### config.mk
export PLATFORM = sky130hd
export DESIGN_NAME = msc_sync_change
export DESIGN_NICKNAME = d
export VERILOG_FILES = /design/src/design/msc_pkg.sv /design/src/design/msc_sync_change.sv
export SDC_FILE = /design/constraint.sdc
export NUM_CORES = 1
export LEC_CHECK = 0
export ABC_AREA = 1
export BUFFER_PORTS_ARGS = -buffer_cell sky130_fd_sc_hd__buf_4
export CAP_MARGIN = 10
export CORE_ASPECT_RATIO = 0.8
export CORE_MARGIN = 10
export CORE_UTILIZATION = 45
export CTS_CLUSTER_DIAMETER = 40
export DETAILED_ROUTE_END_ITERATION = 6
export PLACE_DENSITY_LB_ADDON = 0.15
export SLEW_MARGIN = 40
export SYNTH_ARGS = -nofsm -noshare
export SYNTH_HDL_FRONTEND = slang
export SYNTH_SLANG_ARGS = --single-unit
### constraint.sdc
create_clock -name i_clk -period 6.2 [get_ports i_clk]
set_clock_uncertainty 0.05 [all_clocks]
set_input_delay 0.62 -clock i_clk [delete_from_list [all_inputs] [get_ports i_clk]]
set_output_delay 0.62 -clock i_clk [all_outputs]
set_load 0.02 [all_outputs]
### src/design/msc_pkg.sv
package msc_pkg;

  // Data path widths and depths
  localparam int DATA_W = 16;
  localparam int FIFO_DEPTH = 8;
  localparam int FREQ_W = 32;
  localparam int DEC_W = 8;
  localparam int PHASE_OUT_W = 12;

  // Counts of words and samples
  localparam logic [7:0] OWN_FRAME_LEN = 8'h08;
  localparam logic [15:0] BLOCK_LEN = 16'h0040;

  // Values after reset
  localparam logic [DEC_W-1:0] DEC_RESET = 8'h00;
  localparam logic [FREQ_W-1:0] FREQ_RESET = 32'h00000000;
  localparam logic [FREQ_W-1:0] PHASE_RESET = 32'h00000000;

  // Measurement loop states
  typedef enum logic [1:0]
  {
    ST_IDLE = 2'b00,
    ST_ARM = 2'b01,
    ST_MEAS = 2'b10
  } msc_state_t;

  // Rightward frame assembly states
  typedef enum logic [2:0]
  {
    LB_IDLE = 3'b000,
    LB_OWN_HEAD = 3'b001,
    LB_PASS = 3'b010,
    LB_OWN_TAIL = 3'b011,
    LB_OWN_ONLY = 3'b100
  } msc_lb_state_t;

  // One word on the rightward local bus
  typedef struct packed
  {
    logic last;
    logic [DATA_W-1:0] data;
  } msc_lb_word_t;

endpackage : msc_pkg

### src/design/msc_sync_change.sv
`timescale 1ns/1ps

// Synchronous FIFO with valid and ready on both sides
module msc_fifo
#(
  parameter int WIDTH = 16,
  parameter int DEPTH = 8
)
(
  input wire logic i_clk,
  input wire logic i_rstn,
  input wire logic i_wr_valid,
  output logic o_wr_ready,
  input wire logic [WIDTH-1:0] i_wr_data,
  output logic o_rd_valid,
  input wire logic i_rd_ready,
  output logic [WIDTH-1:0] o_rd_data
);
  localparam int AW = $clog2(DEPTH);

  logic [WIDTH-1:0] mem [DEPTH];
  logic [AW:0] wr_ptr;
  logic [AW:0] rd_ptr;
  logic [AW:0] next_wr_ptr;
  logic [AW:0] next_rd_ptr;
  logic do_wr;
  logic do_rd;

  // Full when pointers differ only in the wrap bit
  assign o_wr_ready = !((wr_ptr[AW] != rd_ptr[AW]) && (wr_ptr[AW-1:0] == rd_ptr[AW-1:0]));
  assign o_rd_valid = (wr_ptr != rd_ptr);
  assign o_rd_data = mem[rd_ptr[AW-1:0]];
  assign do_wr = i_wr_valid && o_wr_ready;
  assign do_rd = i_rd_ready && o_rd_valid;

  // Pointer advance
  always_comb
  begin
    next_wr_ptr = do_wr ? wr_ptr + 1'b1 : wr_ptr;
    next_rd_ptr = do_rd ? rd_ptr + 1'b1 : rd_ptr;
  end

  // Pointer registers
  always_ff @(posedge i_clk or negedge i_rstn)
  begin
    if (!i_rstn)
    begin
      wr_ptr <= '0;
      rd_ptr <= '0;
    end
    else
    begin
      wr_ptr <= next_wr_ptr;
      rd_ptr <= next_rd_ptr;
    end
  end

  // Storage, no reset needed
  always_ff @(posedge i_clk)
  begin
    if (do_wr)
      mem[wr_ptr[AW-1:0]] <= i_wr_data;
  end
endmodule : msc_fifo

// Per-module synchronized filter and frequency change control
module msc_sync_change
  import msc_pkg::*;
(
  input wire logic i_clk,
  input wire logic i_rstn,
  input wire logic i_filt_prep,
  input wire logic i_freq_prep,
  input wire logic [FREQ_W-1:0] i_freq_word,
  input wire logic i_cont_mode,
  input wire logic i_arm_en,
  input wire logic i_stop,
  input wire logic i_trigger,
  input wire logic i_all_idle,
  input wire logic i_sync_assert,
  input wire logic [2:0] i_dec_shift,
  input wire logic i_sync,
  output logic o_sync_out,
  output logic o_sync_oe_n,
  input wire logic [DATA_W-1:0] i_sample,
  input wire logic i_port_lbus,
  input wire logic i_lb_prepend,
  input wire logic i_vme_ack,
  output logic o_vme_valid,
  output logic [DATA_W-1:0] o_vme_data,
  input wire msc_lb_word_t i_left_word,
  input wire logic i_left_valid,
  output logic o_left_ready,
  output msc_lb_word_t o_right_word,
  output logic o_right_valid,
  input wire logic i_right_ready,
  output logic [1:0] o_state,
  output logic o_filt_pend,
  output logic o_freq_pend,
  output logic o_overflow,
  output logic [PHASE_OUT_W-1:0] o_lo_phase
);
  msc_state_t state, next_state;
  msc_lb_state_t lb_state, next_lb_state;
  logic sync_prev;
  logic sync_edge;
  logic filt_pend, next_filt_pend;
  logic freq_pend, next_freq_pend;
  logic [FREQ_W-1:0] freq_pending_word, next_freq_pending_word;
  logic [FREQ_W-1:0] freq, next_freq;
  logic [FREQ_W-1:0] phase, next_phase;
  logic [DEC_W-1:0] dec_cnt, next_dec_cnt;
  logic [DEC_W-1:0] dec_mask;
  logic dec_tick;
  logic [15:0] blk_cnt, next_blk_cnt;
  logic block_done;
  logic overflow, next_overflow;
  logic sync_drive, next_sync_drive;
  logic sync_oe_n, next_sync_oe_n;
  logic fifo_wr_valid, fifo_wr_ready, fifo_rd_valid, fifo_rd_ready;
  logic [DATA_W-1:0] fifo_rd_data;
  logic vme_valid, next_vme_valid;
  logic [DATA_W-1:0] vme_data, next_vme_data;
  msc_lb_word_t right_word, next_right_word;
  logic right_valid, next_right_valid;
  logic left_ready, next_left_ready;
  logic [7:0] own_cnt, next_own_cnt;
  logic slot_free;
  logic own_pop;
  logic left_take;

  // SYNC is a wired shared line sampled on the common ADC clock
  assign sync_edge = (i_sync != sync_prev);
  assign dec_mask = DEC_W'((9'h001 << i_dec_shift) - 9'h001);
  assign dec_tick = ((dec_cnt & dec_mask) == DEC_RESET);
  assign block_done = (blk_cnt == BLOCK_LEN);
  assign fifo_wr_valid = (state == ST_MEAS) && dec_tick && !(block_done && !i_cont_mode);

  // Measurement loop, pending changes, decimation and oscillator
  always_comb
  begin
    next_state = state;
    next_filt_pend = filt_pend || i_filt_prep;
    next_freq_pend = freq_pend || i_freq_prep;
    next_freq_pending_word = i_freq_prep ? i_freq_word : freq_pending_word;
    next_freq = freq;
    next_phase = phase + freq;
    next_dec_cnt = dec_cnt + 1'b1;
    next_blk_cnt = blk_cnt;
    next_overflow = overflow;
    // Loop progress
    unique case (state)
      ST_IDLE:
        if (sync_edge && i_arm_en)
          next_state = ST_ARM;
      ST_ARM:
        if (i_trigger)
        begin
          next_state = ST_MEAS;
          next_blk_cnt = '0;
          next_overflow = 1'b0;
        end
      ST_MEAS:
      begin
        if (fifo_wr_valid && fifo_wr_ready)
          next_blk_cnt = blk_cnt + 1'b1;
        if (fifo_wr_valid && !fifo_wr_ready)
        begin
          next_overflow = 1'b1;
          next_state = ST_IDLE;
        end
        else if (i_stop || (!i_cont_mode && block_done))
          next_state = ST_IDLE;
      end
    endcase
    // Filter resync preparation aborts the measurement
    if (i_filt_prep)
      next_state = ST_IDLE;
    // Filter resync on the SYNC transition
    if (sync_edge && filt_pend)
    begin
      next_dec_cnt = DEC_RESET;
      next_filt_pend = i_filt_prep;
    end
    // Frequency change only on the SYNC transition
    if (sync_edge && freq_pend && !i_filt_prep)
    begin
      if (state == ST_IDLE && (i_cont_mode || i_all_idle))
      begin
        next_freq = freq_pending_word;
        next_phase = PHASE_RESET;
        next_state = ST_ARM;
        next_freq_pend = i_freq_prep;
      end
      else if (state == ST_MEAS && i_cont_mode)
      begin
        next_freq = freq_pending_word;
        next_phase = PHASE_RESET;
        next_freq_pend = i_freq_prep;
      end
    end
  end

  // SYNC drive: block measurement holds it until its block is in
  always_comb
  begin
    next_sync_drive = i_sync_assert || (next_state == ST_MEAS && !i_cont_mode && !block_done);
    next_sync_oe_n = !next_sync_drive;
  end

  // Loop registers
  always_ff @(posedge i_clk or negedge i_rstn)
  begin
    if (!i_rstn)
    begin
      state <= ST_IDLE;
      filt_pend <= 1'b0;
      freq_pend <= 1'b0;
      freq_pending_word <= FREQ_RESET;
      freq <= FREQ_RESET;
      phase <= PHASE_RESET;
      dec_cnt <= DEC_RESET;
      blk_cnt <= '0;
      overflow <= 1'b0;
      sync_drive <= 1'b0;
      sync_oe_n <= 1'b1;
      sync_prev <= 1'b0;
    end
    else
    begin
      state <= next_state;
      filt_pend <= next_filt_pend;
      freq_pend <= next_freq_pend;
      freq_pending_word <= next_freq_pending_word;
      freq <= next_freq;
      phase <= next_phase;
      dec_cnt <= next_dec_cnt;
      blk_cnt <= next_blk_cnt;
      overflow <= next_overflow;
      sync_drive <= next_sync_drive;
      sync_oe_n <= next_sync_oe_n;
      sync_prev <= i_sync;
    end
  end

  // Sample buffer between acquisition and the output ports
  msc_fifo #(.WIDTH(DATA_W), .DEPTH(FIFO_DEPTH)) u_fifo
  (
    .i_clk(i_clk),
    .i_rstn(i_rstn),
    .i_wr_valid(fifo_wr_valid),
    .o_wr_ready(fifo_wr_ready),
    .i_wr_data(i_sample),
    .o_rd_valid(fifo_rd_valid),
    .i_rd_ready(fifo_rd_ready),
    .o_rd_data(fifo_rd_data)
  );

  assign slot_free = !right_valid || i_right_ready;
  assign own_pop = i_port_lbus && slot_free && fifo_rd_valid
    && (lb_state == LB_OWN_HEAD || lb_state == LB_OWN_TAIL || lb_state == LB_OWN_ONLY);
  assign left_take = left_ready && i_left_valid;
  assign fifo_rd_ready = own_pop || (!i_port_lbus && (!vme_valid || i_vme_ack));

  // VME port: one 16-bit word per transfer
  always_comb
  begin
    next_vme_valid = vme_valid && !i_vme_ack;
    next_vme_data = vme_data;
    if (!i_port_lbus && fifo_rd_valid && (!vme_valid || i_vme_ack))
    begin
      next_vme_valid = 1'b1;
      next_vme_data = fifo_rd_data;
    end
  end

  // Local bus: own words and forwarded left frames, rightward only
  always_comb
  begin
    next_lb_state = lb_state;
    next_own_cnt = own_cnt;
    next_right_valid = right_valid && !i_right_ready;
    next_right_word = right_word;
    unique case (lb_state)
      LB_IDLE:
      begin
        next_own_cnt = '0;
        if (i_left_valid && i_port_lbus)
          next_lb_state = i_lb_prepend ? LB_OWN_HEAD : LB_PASS;
        else if (fifo_rd_valid && i_port_lbus)
          next_lb_state = LB_OWN_ONLY;
      end
      LB_PASS:
        if (left_take)
        begin
          next_right_valid = 1'b1;
          next_right_word.data = i_left_word.data;
          next_right_word.last = i_left_word.last && i_lb_prepend;
          if (i_left_word.last)
            next_lb_state = i_lb_prepend ? LB_IDLE : LB_OWN_TAIL;
        end
      LB_OWN_HEAD, LB_OWN_TAIL, LB_OWN_ONLY:
        if (own_pop)
        begin
          next_own_cnt = own_cnt + 1'b1;
          next_right_valid = 1'b1;
          next_right_word.data = fifo_rd_data;
          next_right_word.last = (own_cnt == OWN_FRAME_LEN - 8'h01) && (lb_state != LB_OWN_HEAD);
          if (own_cnt == OWN_FRAME_LEN - 8'h01)
          begin
            next_own_cnt = '0;
            next_lb_state = (lb_state == LB_OWN_HEAD) ? LB_PASS : LB_IDLE;
          end
        end
      default:
        next_lb_state = LB_IDLE;
    endcase
    next_left_ready = (next_lb_state == LB_PASS) && !next_right_valid;
  end

  // Output port registers
  always_ff @(posedge i_clk or negedge i_rstn)
  begin
    if (!i_rstn)
    begin
      lb_state <= LB_IDLE;
      own_cnt <= '0;
      right_valid <= 1'b0;
      right_word <= '0;
      left_ready <= 1'b0;
      vme_valid <= 1'b0;
      vme_data <= '0;
    end
    else
    begin
      lb_state <= next_lb_state;
      own_cnt <= next_own_cnt;
      right_valid <= next_right_valid;
      right_word <= next_right_word;
      left_ready <= next_left_ready;
      vme_valid <= next_vme_valid;
      vme_data <= next_vme_data;
    end
  end

  // All outputs straight from flops
  assign o_sync_out = sync_drive;
  assign o_sync_oe_n = sync_oe_n;
  assign o_vme_valid = vme_valid;
  assign o_vme_data = vme_data;
  assign o_right_word = right_word;
  assign o_right_valid = right_valid;
  assign o_left_ready = left_ready;
  assign o_state = state;
  assign o_filt_pend = filt_pend;
  assign o_freq_pend = freq_pend;
  assign o_overflow = overflow;
  assign o_lo_phase = phase[FREQ_W-1 -: PHASE_OUT_W];
endmodule : msc_sync_change

==> qor.yml, run 1 <==
post_drt_via_cell_ratio: 5.213
layout-drive-gt1-share: 0.1620
cells_after_synth: 1536
nNetsFinal: 1794
finalHoldWorstSlack_ps: 45.51
most_repeated_cell_in_the_gate_level_netlist_after_synthesis: "sky130_fd_sc_hd__nand2_1"
vias: 11114
initial_core_util: 0.4552
final_hpwl_from_detailed_placement_um: 24990
ys_seq_elements: 310
tritoncts: "done"
cp-start-kind: "flop"
reg2reg_from: "o_state[0]"
worst_ep_required_time_ps: 6390
setup.worst_path.end_class: "flop"
yosysWarnings: 0
grt-ovfl-total: 0
finalHoldViolations: 0
postLayoutCoreUtil: 0.5439
worstHoldPathType: "input pin to asynchronous set/reset pin"
period_needed_ps: 3193
synth.net_count: 1662
post_synth_mux_area_share: 0.02243
ctsHtreeMaxLevel: 2
synth-edff-count: 128
worst_path_max_delay_cell: "sky130_fd_sc_hd__ha_1"
io_pins: 139
root_buffer: "sky130_fd_sc_hd__clkbuf_16"
rsz0062_at_grt: "no"
sequential_area_share_after_synthesis: 0.5681
cpPeakStageDelay_ps: 520
floorplan.die.height_um: 182.1
netlist-cell-type-count: 52
stdcell_count: 2132
critical_path_arrival_ps: 3380
numPortBuffers: 138
totalWireLength_um: 36120
slew_at_the_pin_closest_to_its_max_slew_limit_ps: 783.2
drt-initial-drc-count: 685
post-route-drc-count: 0
worstRegToRegCells: 10
rows: 59
synth_top_cell_by_area: "sky130_fd_sc_hd__dfrtp_1"
timing.slew.headroom: 0.4778
syn_to_final_growth_pct: 19.48
synth_top_cells_by_count: "sky130_fd_sc_hd__nand2_1 (294), sky130_fd_sc_hd__dfrtp_1 (181), sky130_fd_sc_hd__nor2_1 (181)"
power_density_nw_per_um2: 525.1
cts.repair_timing.setup_buffer_count: 0
ctsResizeCount: 0
die_w_um: 222.7
die_area_um2: 40550
grt_pass1_vias: 10743
post_synth_fa_ha_maj_area_fraction: 0.03605
avgSynthCellArea_um2: 9.626
yosys.area_share.simple: 0.1698
maxSlewViolCount: 0
ff2ff_setup_slack_ps: 3010
finish.instance_area_um2: 17670
detailedRoute.firstPassIterationCount: 5
cts.sinks: 310
global_route.usage.total: 0.1751
synth_compound_area_frac: 0.1265
yosys.area_share.xor_xnor: 0.01701
setup.worst_path.class: "flop to flop"
number_of_antenna_violating_nets_in_the_routed_design: 0
max_cap_viol_count: 0
grt_max_degree: 86
timing.fmax_mhz: 313.2
ctsLongestPathBuffers: 3
grt_antenna_before_repair: 1
timing.critical_path.cells: "inv_1, ha_1, o21ai_0, a21oi_2, nand2_1, nor2_4, nand3b_4, or2_2, nor2_1, buf_4"
grt_pass1_wl_um: 58550
dominantRegCellSynth: "sky130_fd_sc_hd__dfrtp_1"
synth_top_area_share: 0.3063
insertion_delay_ps: 540
post_synth_instance_area_um2: 14790
status: "finished, final reports clean"
globalplace.congestion: 0.9288
holdBufCountCts: 0
synth_async_sr_flop_share: 0.5871
critical_path.reg2reg.endpoint: "u_fifo.mem[0][9]"
post_placement_cell_count: 2048
setup_violations: 0
synth_top_family_by_area: "simple AND/OR/NAND/NOR gates"
setup_total_negative_slack_ps: 0
design.core.area_um2: 32480
fin_crit_sh: 0.5149
cts_inserted_buffers: 45
clk_pin_slew_worst_paths_ps: 50
netlist_top_cells_area: "sky130_fd_sc_hd__dfrtp_1 (31%), sky130_fd_sc_hd__edfxtp_1 (26%), sky130_fd_sc_hd__nand2_1 (7.5%), sky130_fd_sc_hd__o21ai_0 (5.3%), sky130_fd_sc_hd__nor2_1 (4.6%)"
wl_per_cell_um: 16.94
leakage_uw: 0.007710
placedInstanceArea_um2: 16130
worst_ir_drop_vdd_uv: 341.7
critPathMaxFanout: 11
-- routing by layer --
metal | global-route usage | wire [um] | up-vias
met3 | 0.04025 | 2330 | 45
met2 | 0.2488 | 15120 | 312
met1 | 0.2623 | 18100 | 5264
li1 | - | - | 5491
met5 | 0 | 13 | -
met4 | 0.04371 | 551 | 2
-- metrics by stage --
stage	setup slack, ps	power, uW
2_1_floorplan	3158	5629
3_3_place_gp	2895	6645
3_5_place_dp	2861	6710
4_1_cts	2992	9347
5_1_grt	2760	9985
6_report	3007	9276
-- flip-flops by register name, indices dropped and copies added, names as in the netlist --
name,flops
u_fifo.wr_ptr,4
o_overflow,1
o_freq_pend,1
o_sync_out,1
o_sync_oe_n,1
freq,32
lb_state,3
sync_prev,1
blk_cnt,16
o_vme_valid,1
dec_cnt,7
u_fifo.mem,128
own_cnt,8
o_state,2
o_right_valid,1
u_fifo.rd_ptr,4
o_left_ready,1
phase,32
o_vme_data,16
o_right_word,17
freq_pending_word,32
o_filt_pend,1
-- cell type report --
cell class / count / area (um2)
tap: 427 / 534.3
sequential: 310 / 8402
antenna: 1 / 2.502
fill: 2933 / 14820
inverter: 140 / 525.5
clock buffer: 51 / 1169
clock inverter: 32 / 366.6
timing repair buffer: 150 / 1149
multi-input combinational: 1021 / 5518
-- cells by family (layout without fill, tap and decap cells) --
| group | count (synthesis) | in the layout |
|---|---|---|
| adders and majority gates | 42 | 42 |
| DFF | 310 | 310 |
| buffers and inverters | 205 | 373 |
| and+or+nand+nor | 596 | 596 |
| AOI/OAI and AO/OA | 323 | 323 |
| xor gates and xnor gates | 27 | 27 |
| muxes | 33 | 33 |
| other | 0 | 1 |
-- cell usage in the layout, fill, tap and decap left out, types with 5 or more instances in the layout --
master	instances
sky130_fd_sc_hd__clkbuf_16	45
sky130_fd_sc_hd__o221ai_1	32
sky130_fd_sc_hd__nor2_1	179
sky130_fd_sc_hd__inv_6	12
sky130_fd_sc_hd__o21ai_1	8
sky130_fd_sc_hd__nor3_1	18
sky130_fd_sc_hd__mux2i_1	32
sky130_fd_sc_hd__inv_2	8
sky130_fd_sc_hd__buf_4	147
sky130_fd_sc_hd__nand3_1	59
sky130_fd_sc_hd__o21a_1	12
sky130_fd_sc_hd__bufinv_16	5
sky130_fd_sc_hd__nand2_2	5
sky130_fd_sc_hd__xor2_1	21
sky130_fd_sc_hd__o21ai_2	8
sky130_fd_sc_hd__nand2_1	294
sky130_fd_sc_hd__nand4_1	11
sky130_fd_sc_hd__o21ai_0	157
sky130_fd_sc_hd__a31oi_1	19
sky130_fd_sc_hd__inv_1	131
sky130_fd_sc_hd__dfrtp_1	179
sky130_fd_sc_hd__or2_2	5
sky130_fd_sc_hd__ha_1	41
sky130_fd_sc_hd__a21oi_1	74
sky130_fd_sc_hd__edfxtp_1	128
-- where the power goes --
part	leakage [uW]	internal, uW	switching (uW)
logic	0.00357	1310	2510
clock network	0.000743	1600	991
registers	0.00340	2590	277
-- worst max-delay path by stage --
stage	startpoint	depth (start not counted)	end	slack (ps)
after floorplan	i_dec_shift[1]	10	u_fifo.mem[0][0]	3160
after global placement	i_dec_shift[1]	11	u_fifo.mem[2][10]	2890
after detailed placement	i_dec_shift[1]	12	u_fifo.mem[0][9]	2860
after CTS	o_state[0]	10	u_fifo.mem[0][5]	2990
after global routing	o_state[0]	10	u_fifo.mem[0][5]	2760
final	o_state[0]	10	u_fifo.mem[0][9]	3010
-- critical path: cells and delay by family, from the launching register on --
kind,cells,cell delay [ps]
and+or+nand+nor,5,1130
adders and majority gates,1,520
buffers and inverters,2,450
DFF,1,390
AOI/OAI and AO/OA,2,350
Note: power is estimated with default switching activity, not from simulation.
==> inputs of run 2 (changes only) <==
--- a/config.mk
+++ b/config.mk
@@ -5,7 +5,7 @@
 export SDC_FILE = /design/constraint.sdc
 export NUM_CORES = 1
 export LEC_CHECK = 0
-export ABC_AREA = 1
+export ABC_AREA = 0
 export BUFFER_PORTS_ARGS = -buffer_cell sky130_fd_sc_hd__buf_4
 export CAP_MARGIN = 10
 export CORE_ASPECT_RATIO = 0.8
==> constraint.sdc (replaced) <==
create_clock -name i_clk -period 2.7 [get_ports i_clk]
set_clock_uncertainty 0.05 [all_clocks]
set_input_delay 0.27 -clock i_clk [delete_from_list [all_inputs] [get_ports i_clk]]
set_output_delay 0.27 -clock i_clk [all_outputs]
set_load 0.02 [all_outputs]
==> run 2 against run 1 <==
  * Highest routed layer is now met4
  * Combinational power grew 110%
  * Final area grew 4.0%
  * Global-route usage shrank 0.38 points
  * Largest cell class unchanged
  * Total power grew 120%
  * Worst setup slack lost 2900 ps
  * Worst hold slack lost 31 ps
  * Critical endpoint is now u_fifo.mem[4][3]
  * Clock power grew 120%
==> qor.yml, run 2 <==
setup_violations: 0  # unchanged
synth.net_count: 1310  # -21%
io_pins: 139  # unchanged
rows: 58  # -1.7%
final_hpwl_from_detailed_placement_um: 22930  # -8.2%
avgSynthCellArea_um2: 12.14  # +26%
root_buffer: "sky130_fd_sc_hd__clkbuf_16"
post_drt_via_cell_ratio: 5.315  # +2.0%
number_of_antenna_violating_nets_in_the_routed_design: 0  # unchanged
nNetsFinal: 1535  # -14%
drt-initial-drc-count: 611  # -11%
timing.slew.headroom: 0.5846  # +0.1068
layout.filler_cells: 2616  # -11%
wl_per_cell_um: 18.24  # +7.7%
most_repeated_cell_in_the_gate_level_netlist_after_synthesis: "sky130_fd_sc_hd__nand2_1"
synth_top_cells_by_count: "sky130_fd_sc_hd__nand2_1 (190), sky130_fd_sc_hd__dfrtp_1 (181), sky130_fd_sc_hd__edfxtp_1 (128)"
vias: 9891  # -11%
critical_path_arrival_ps: 2730  # -650 ps
cells_after_synth: 1184  # -23%
syn_to_final_growth_pct: 27.79
ff2ff_setup_slack_ps: 160  # -2850 ps
netlist_top_cells_area: "sky130_fd_sc_hd__dfrtp_1 (32%), sky130_fd_sc_hd__edfxtp_1 (27%), sky130_fd_sc_hd__mux4_2 (5.0%), sky130_fd_sc_hd__nand2_1 (5.0%), sky130_fd_sc_hd__ha_1 (3.6%)"
largest_register_ffs: 128  # unchanged
leakage_uw: 0.007677  # -0.43%
grt_pass1_vias: 9923  # -7.6%
worst_ir_drop_vdd_uv: 537.7  # +57%
timing.fmax_mhz: 393.3  # +26%
post_synth_instance_area_um2: 14370  # -2.8%
critPathMaxFanout: 16  # +5
clk_pin_slew_worst_paths_ps: 60  # about the same
numPortBuffers: 138  # unchanged
max_cap_viol_count: 0  # unchanged
critical_path.reg2reg.endpoint: "u_fifo.mem[4][3]"
critPathTopFamily: "simple AND/OR/NAND/NOR gates"
worst_path_max_delay_cell: "sky130_fd_sc_hd__or3_4"
ys_seq_elements: 310  # unchanged
cpPeakStageDelay_ps: 430  # -90 ps
sequential_area_share_after_synthesis: 0.5844  # +0.01632
totalWireLength_um: 33940  # -6.0%
setup.worst_path.end_class: "flop"
power_density_nw_per_um2: 1100  # +110%
grt_antenna_before_repair: 1  # unchanged
grt_pass1_wl_um: 54920  # -6.2%
preCtsSetupSlack_ps: -71.10  # -2932 ps
maxSlewViolCount: 0  # unchanged
detailedRoute.firstPassIterationCount: 5  # unchanged
die_area_um2: 39530  # -2.5%
ctsHtreeMaxLevel: 2  # unchanged
worst-path-buf-inv: 2  # unchanged
netlist-cell-type-count: 80  # +54%
synth-edff-count: 128  # unchanged
finalHoldViolations: 0  # unchanged
grt-ovfl-total: 0  # unchanged
cts.sinks: 310  # unchanged
rsz0062_at_grt: "no"
post-route-drc-count: 0  # unchanged
fin_crit_sh: 0.9418  # +0.4268
global_route.usage.total: 0.1714  # -0.003755
setup.worst_path.class: "flop to flop"
cp-start-kind: "flop"
ctsLongestPathBuffers: 3  # unchanged
synth_async_sr_flop_share: 0.5871  # unchanged
most_common_cell_after_layout_fill_and_taps_aside: "sky130_fd_sc_hd__nand2_1"
min-delay-start: "i_vme_ack"
worstHoldPathCells: 3
synth_top_cell_by_area: "sky130_fd_sc_hd__dfrtp_1"
finalHoldWorstSlack_ps: 14.97  # -30.54 ps
worstHoldPathType: "input pin to flop"
initial_core_util: 0.4563  # +0.001140
status: "finished, final reports clean"
dominantRegCellSynth: "sky130_fd_sc_hd__dfrtp_1"
cts.repair_timing.setup_buffer_count: 0  # unchanged
worstRegToRegCells: 9  # -1
worst_hold_path.endpoint: "o_vme_valid"
critical_path_depth: 9  # -1
yosysWarnings: 0  # unchanged
design.core.area_um2: 31500  # -3.0%
globalplace.congestion: 0.8087  # -13%
final_cell_mix: "sky130_fd_sc_hd__nand2_1 (189), sky130_fd_sc_hd__dfrtp_1 (180), sky130_fd_sc_hd__buf_4 (171)"
timing.critical_path.cells: "inv_1, ha_1, nor4bb_1, nand4_1, o21ai_1, nand4bb_4, or3_4, nor3b_4, buf_12"
grt_max_degree: 65  # -24%
die_w_um: 219.8  # -1.3%
worst_slack_ps: 157.2  # -2850 ps
floorplan.die.height_um: 179.8  # -1.3%
cts_inserted_buffers: 41  # -8.9%
layout-drive-gt1-share: 0.2458  # +0.08386
period_needed_ps: 2543  # -649.9 ps
synth_top_area_share: 0.3151  # +0.008801
reg2reg_from: "blk_cnt[1]"
slew_at_the_pin_closest_to_its_max_slew_limit_ps: 621.2  # -162.0 ps
worst_ep_required_time_ps: 2880  # -3510 ps
insertion_delay_ps: 540  # about the same
tritoncts: "done"
run 2: cell count changes after synthesis, moves of 33 or more:
cell / change
sky130_fd_sc_hd__a21oi_1: -38
sky130_fd_sc_hd__inv_1: -111
sky130_fd_sc_hd__mux2_2: +33
sky130_fd_sc_hd__nand2_1: -104
sky130_fd_sc_hd__nand3_1: -39
sky130_fd_sc_hd__nor2_1: -131
sky130_fd_sc_hd__o21ai_0: -81
run 2: logic make-up (layout without fill, tap and decap cells):
group | after synthesis | after routing | synth area share
fa+ha+maj | 42 | 42 | 0.03709
flops | 310 | 310 | 0.5844
buf+inv | 91 | 346 | 0.03029
xor+xnor | 34 | 34 | 0.02072
compound gates | 232 | 233 | 0.1052
other cells | 0 | 1 | 0
simple gates | 384 | 384 | 0.1281
mux | 91 | 91 | 0.09428
run 2: layer usage:
metal / vias up / GRT usage / part of all wire
li1: 4806 / - / -
met2: 196 / 0.2520 / 0.45
met5: - / 0 / 0
met4: 0 / 0.04705 / 0.018
met1: 4845 / 0.2528 / 0.49
met3: 44 / 0.03255 / 0.048
run 2: where the power goes:
| group | internal, uW | switching, uW |
|---|---|---|
| registers | 5840 | 629 |
| clock network | 3530 | 2100 |
| logic | 3620 | 4480 |
run 2: final cells by class:
cell class / instances / area [um2] / share of cell area
tap: 420 / 525.5 / 0.02861
sequential: 310 / 8401 / 0.4574
timing repair buffer: 250 / 2208 / 0.1202
inverter: 22 / 82.58 / 0.004496
multi-input combinational: 784 / 5719 / 0.3114
antenna: 1 / 2.502 / 0.0001362
clock buffer: 52 / 1107 / 0.06029
clock inverter: 22 / 320.3 / 0.01744
run 2: metrics by stage:
step           setup TNS, ps  std cells  total power (uW)    util  instance area (um2)
6_report                   0       1861             20200  0.5831                18370
4_1_cts                    0       1860             20240  0.5812                18310
3_5_place_dp           -1693       1720             14430  0.5147                16210
2_1_floorplan              0       1184             12070       -                14480
5_1_grt                    0       1860             21570  0.5831                18360
3_3_place_gp          -150.7       1720             14310  0.5147                16210
run 2: worst register-to-register path: cells and delay by family, from the launching register on:
| family | cells | cell delay [ps] |
|---|---|---|
| flip-flops | 1 | 400 |
| adder cells (fa/ha/maj) | 1 | 180 |
| AND/OR/NAND/NOR | 5 | 1220 |
| buffers and inverters | 2 | 290 |
| AO/OA/AOI/OAI | 1 | 100 |
run 2: timing repair:
item,4_1_cts,5_1_grt
setup endpoints to repair,2,30
resized for setup,0,9
gates cloned,1,0
hold endpoints to repair,235,0
hold buffers,65,0
pin swaps,1,3
run 2: how the worst max path moves through the flow:
stage / startpoint / endpoint
after CTS: freq[0] / phase[14]
after floorplan: o_state[0] / u_fifo.mem[4][0]
after detailed placement: i_dec_shift[2] / u_fifo.mem[4][9]
after global routing: freq[1] / phase[23]
final: blk_cnt[1] / u_fifo.mem[4][3]
after global placement: i_dec_shift[2] / u_fifo.mem[4][9]
==> inputs of run 3 (changes only) <==
==> constraint.sdc (replaced) <==
create_clock -name i_clk -period 2.32 [get_ports i_clk]
set_clock_uncertainty 0.05 [all_clocks]
set_input_delay 0.232 -clock i_clk [delete_from_list [all_inputs] [get_ports i_clk]]
set_output_delay 0.232 -clock i_clk [all_outputs]
set_load 0.02 [all_outputs]
==> run 3 against run 2 <==
  * Die area unchanged
  * The run now ends with setup timing left
  * Worst setup slack worse by 240 ps
  * Critical path type unchanged
  * Wire length up 6.6%
  * Sequential power up 16%
  * Core utilization is 4.7 points higher
  * Final area up 8.1%
  * Critical endpoint is now phase[30]
  * Register-to-register slack got worse by 240 ps
==> qor.yml, run 3 (synthesis results as in run 2) <==
status: "complete, but fails checks"
failed_checks: "setup timing"
grt_pass1_wl_um: 57110  # +4.0%
drt-initial-drc-count: 731  # +20%
root_buffer: "sky130_fd_sc_hd__clkbuf_16"
worstRegToRegCells: 8  # -1
io_pins: 139  # unchanged
ctsHtreeMaxLevel: 2  # unchanged
worstHoldPathType: "input pin to flop"
startpoint: "freq[8]"
fin_crit_sh: 1.035  # +0.09345
setup.worst_path.class: "flop to flop"
placedInstanceArea_um2: 16980  # +4.7%
max_cap_viol_count: 0  # unchanged
route.met3.wl_um: 1601  # -1.4%
m1WireLength_um: 16890  # +2.0%
design.core.area_um2: 31500  # unchanged
final_hpwl_from_detailed_placement_um: 23670  # +3.2%
globalplace.congestion: 0.8510  # +5.2%
die_w_um: 219.8  # unchanged
syn_to_final_growth_pct: 38.10
vias: 10514  # +6.3%
wl_met2_um: 16950  # +12%
global_route.usage.total: 0.1795  # +0.008172
critical_path.reg2reg.endpoint: "phase[30]"
cpPeakStageDelay_ps: 410  # -20 ps
critPathMaxFanout: 4  # -12
maxSlewViolCount: 0  # unchanged
worstHoldPathCells: 4  # +1
critical_path_arrival_ps: 2780  # +50 ps
worst_ep_required_time_ps: 2690  # -190 ps
finalHoldViolations: 0  # unchanged
rsz0062_at_grt: "yes"
cts_inserted_buffers: 41  # unchanged
clk_pin_slew_worst_paths_ps: 50  # about the same
grt_max_degree: 63  # -3.1%
post-route-drc-count: 0  # unchanged
power_density_nw_per_um2: 1296  # +18%
setup_violations: 37  # +37
leakage_uw: 0.008388  # +9.3%
grt_pass1_vias: 10487  # +5.7%
worst_hold_path.endpoint: "o_state[1]"
timing.critical_path.cells: "ha_4, a21o_1, a2111oi_2, a21bo_2, nand4b_1, a41oi_2, or3b_1, and3_1"
timing.slew.headroom: 0.6106  # +0.02600
grt-ovfl-total: 0  # unchanged
largest_register_ffs: 128  # unchanged
rows: 58  # unchanged
worst_ir_drop_vdd_uv: 717.3  # +33%
detailedRoute.firstPassIterationCount: 4  # -1
layout-drive-gt1-share: 0.3466  # +0.1007
setup_total_negative_slack_ps: -1291  # -1291 ps
worst-path-buf-inv: 0  # -2
wl_per_cell_um: 18.26  # +0.11%
critPathTopFamily: "compound AO/OA/AOI/OAI gates"
initial_core_util: 0.4563  # unchanged
tritoncts: "done"
fin_total_pwr_uw: 25720  # +27%
cp-start-kind: "flop"
ctsLongestPathBuffers: 3  # unchanged
slew_at_the_pin_closest_to_its_max_slew_limit_ps: 584.1  # -37.13 ps
final_cell_mix: "sky130_fd_sc_hd__buf_4 (274), sky130_fd_sc_hd__nand2_1 (187), sky130_fd_sc_hd__dfrtp_1 (179)"
insertion_delay_ps: 550  # about the same
worst_slack_ps: -81.69  # -238.9 ps
setup.worst_path.end_class: "flop"
min-delay-start: "i_stop"
totalWireLength_um: 36190  # +6.6%
finish.instance_area_um2: 19850  # +8.1%
nNetsFinal: 1654  # +7.8%
preCtsSetupSlack_ps: -222.0  # -150.9 ps
period_needed_ps: 2402  # -141.1 ps
worst_path_max_delay_cell: "sky130_fd_sc_hd__dfrtp_1"
floorplan.die.height_um: 179.8  # unchanged
grt_antenna_before_repair: 1  # unchanged
numPortBuffers: 138  # unchanged
number_of_antenna_violating_nets_in_the_routed_design: 0  # unchanged
ff2ff_setup_slack_ps: -80  # -240 ps
timing.fmax_mhz: 416.4  # +5.9%
reg2reg_from: "freq[8]"
cts.sinks: 310  # unchanged
post_drt_via_cell_ratio: 5.305  # -0.19%
highest_layer: "met4"
most_common_cell_after_layout_fill_and_taps_aside: "sky130_fd_sc_hd__buf_4"
die_area_um2: 39530  # unchanged
==> run 3: changes by cell type in the layout (fill, tap and decap cells not counted), moves of 7 or more <==
cell                      before  now
sky130_fd_sc_hd__buf_4       171  274
sky130_fd_sc_hd__buf_6         0    8
sky130_fd_sc_hd__o21ai_2       0    7
sky130_fd_sc_hd__ha_1         38   29
sky130_fd_sc_hd__a21oi_1      36   29
sky130_fd_sc_hd__o21ai_1      15    8
sky130_fd_sc_hd__ha_4          3   12
==> run 3: how the worst max path moves through the flow <==
stage               cells past startpoint                 to  slack [ps]
floorplan                               7   u_fifo.mem[4][0]        -230
global placement                       10  u_fifo.mem[4][13]        -180
detailed placement                      9  u_fifo.mem[4][13]        -220
CTS                                     9          phase[30]         -90
global route                            9          phase[26]        -190
finish                                  8          phase[30]         -80
==> run 3: layout make-up <==
cell class | count | area [um2]
diodes | 1 | 2.502
clock buffers | 47 | 1089
clock inverters | 29 | 364.1
fillers | 2417 | 11650
inverters | 22 | 82.58
multi-input cells | 786 | 6215
flip-flops and latches | 310 | 8402
well taps | 420 | 525.5
repair buffers | 367 | 3169
==> run 3: stage by stage <==
step | hold WS, ps | instances | util
after CTS | 4.461 | 1963 | 0.6172
after detailed placement | 221.6 | 1807 | 0.5392
after global routing | 13.60 | 1981 | 0.6301
after floorplan | -113.6 | 1184 | -
after global placement | 222.7 | 1807 | 0.5392
final | 14.49 | 1982 | 0.6302
==> run 3: worst register-to-register path, stage by stage, from the launching register on <==
cell                        delay [ps]
sky130_fd_sc_hd__dfrtp_1           410
sky130_fd_sc_hd__ha_4              250
sky130_fd_sc_hd__a21o_1            200
sky130_fd_sc_hd__a2111oi_2         280
sky130_fd_sc_hd__a21bo_2           310
sky130_fd_sc_hd__nand4b_1          150
sky130_fd_sc_hd__a41oi_2           130
sky130_fd_sc_hd__or3b_1            360
sky130_fd_sc_hd__and3_1            150
==> run 3: where the power goes <==
| group | leakage [uW] | internal (uW) | switching, uW |
|---|---|---|---|
| combinational | 0.00428 | 5650 | 5990 |
| sequential | 0.00342 | 6800 | 722 |
| clock | 0.000694 | 4090 | 2470 |
| total | 0.00839 | 16500 | 9180 |
==> run 3: metal layers <==
layer | track usage | up-vias
met4 | 0.04978 | 0
met2 | 0.2779 | 194
met1 | 0.2517 | 5209
li1 | - | 5053
met3 | 0.03540 | 58
met5 | 0 | -
==> run 3: what timing repair did <==
| action | CTS | global route |
|---|---|---|
| cloned | 3 | 1 |
| setup buffers | 10 | 20 |
| hold endpoints to repair | 237 | 0 |
| setup endpoints to repair | 115 | 165 |
| gates resized for setup | 28 | 57 |
| pin swaps | 24 | 56 |
| hold buffers | 68 | 0 |
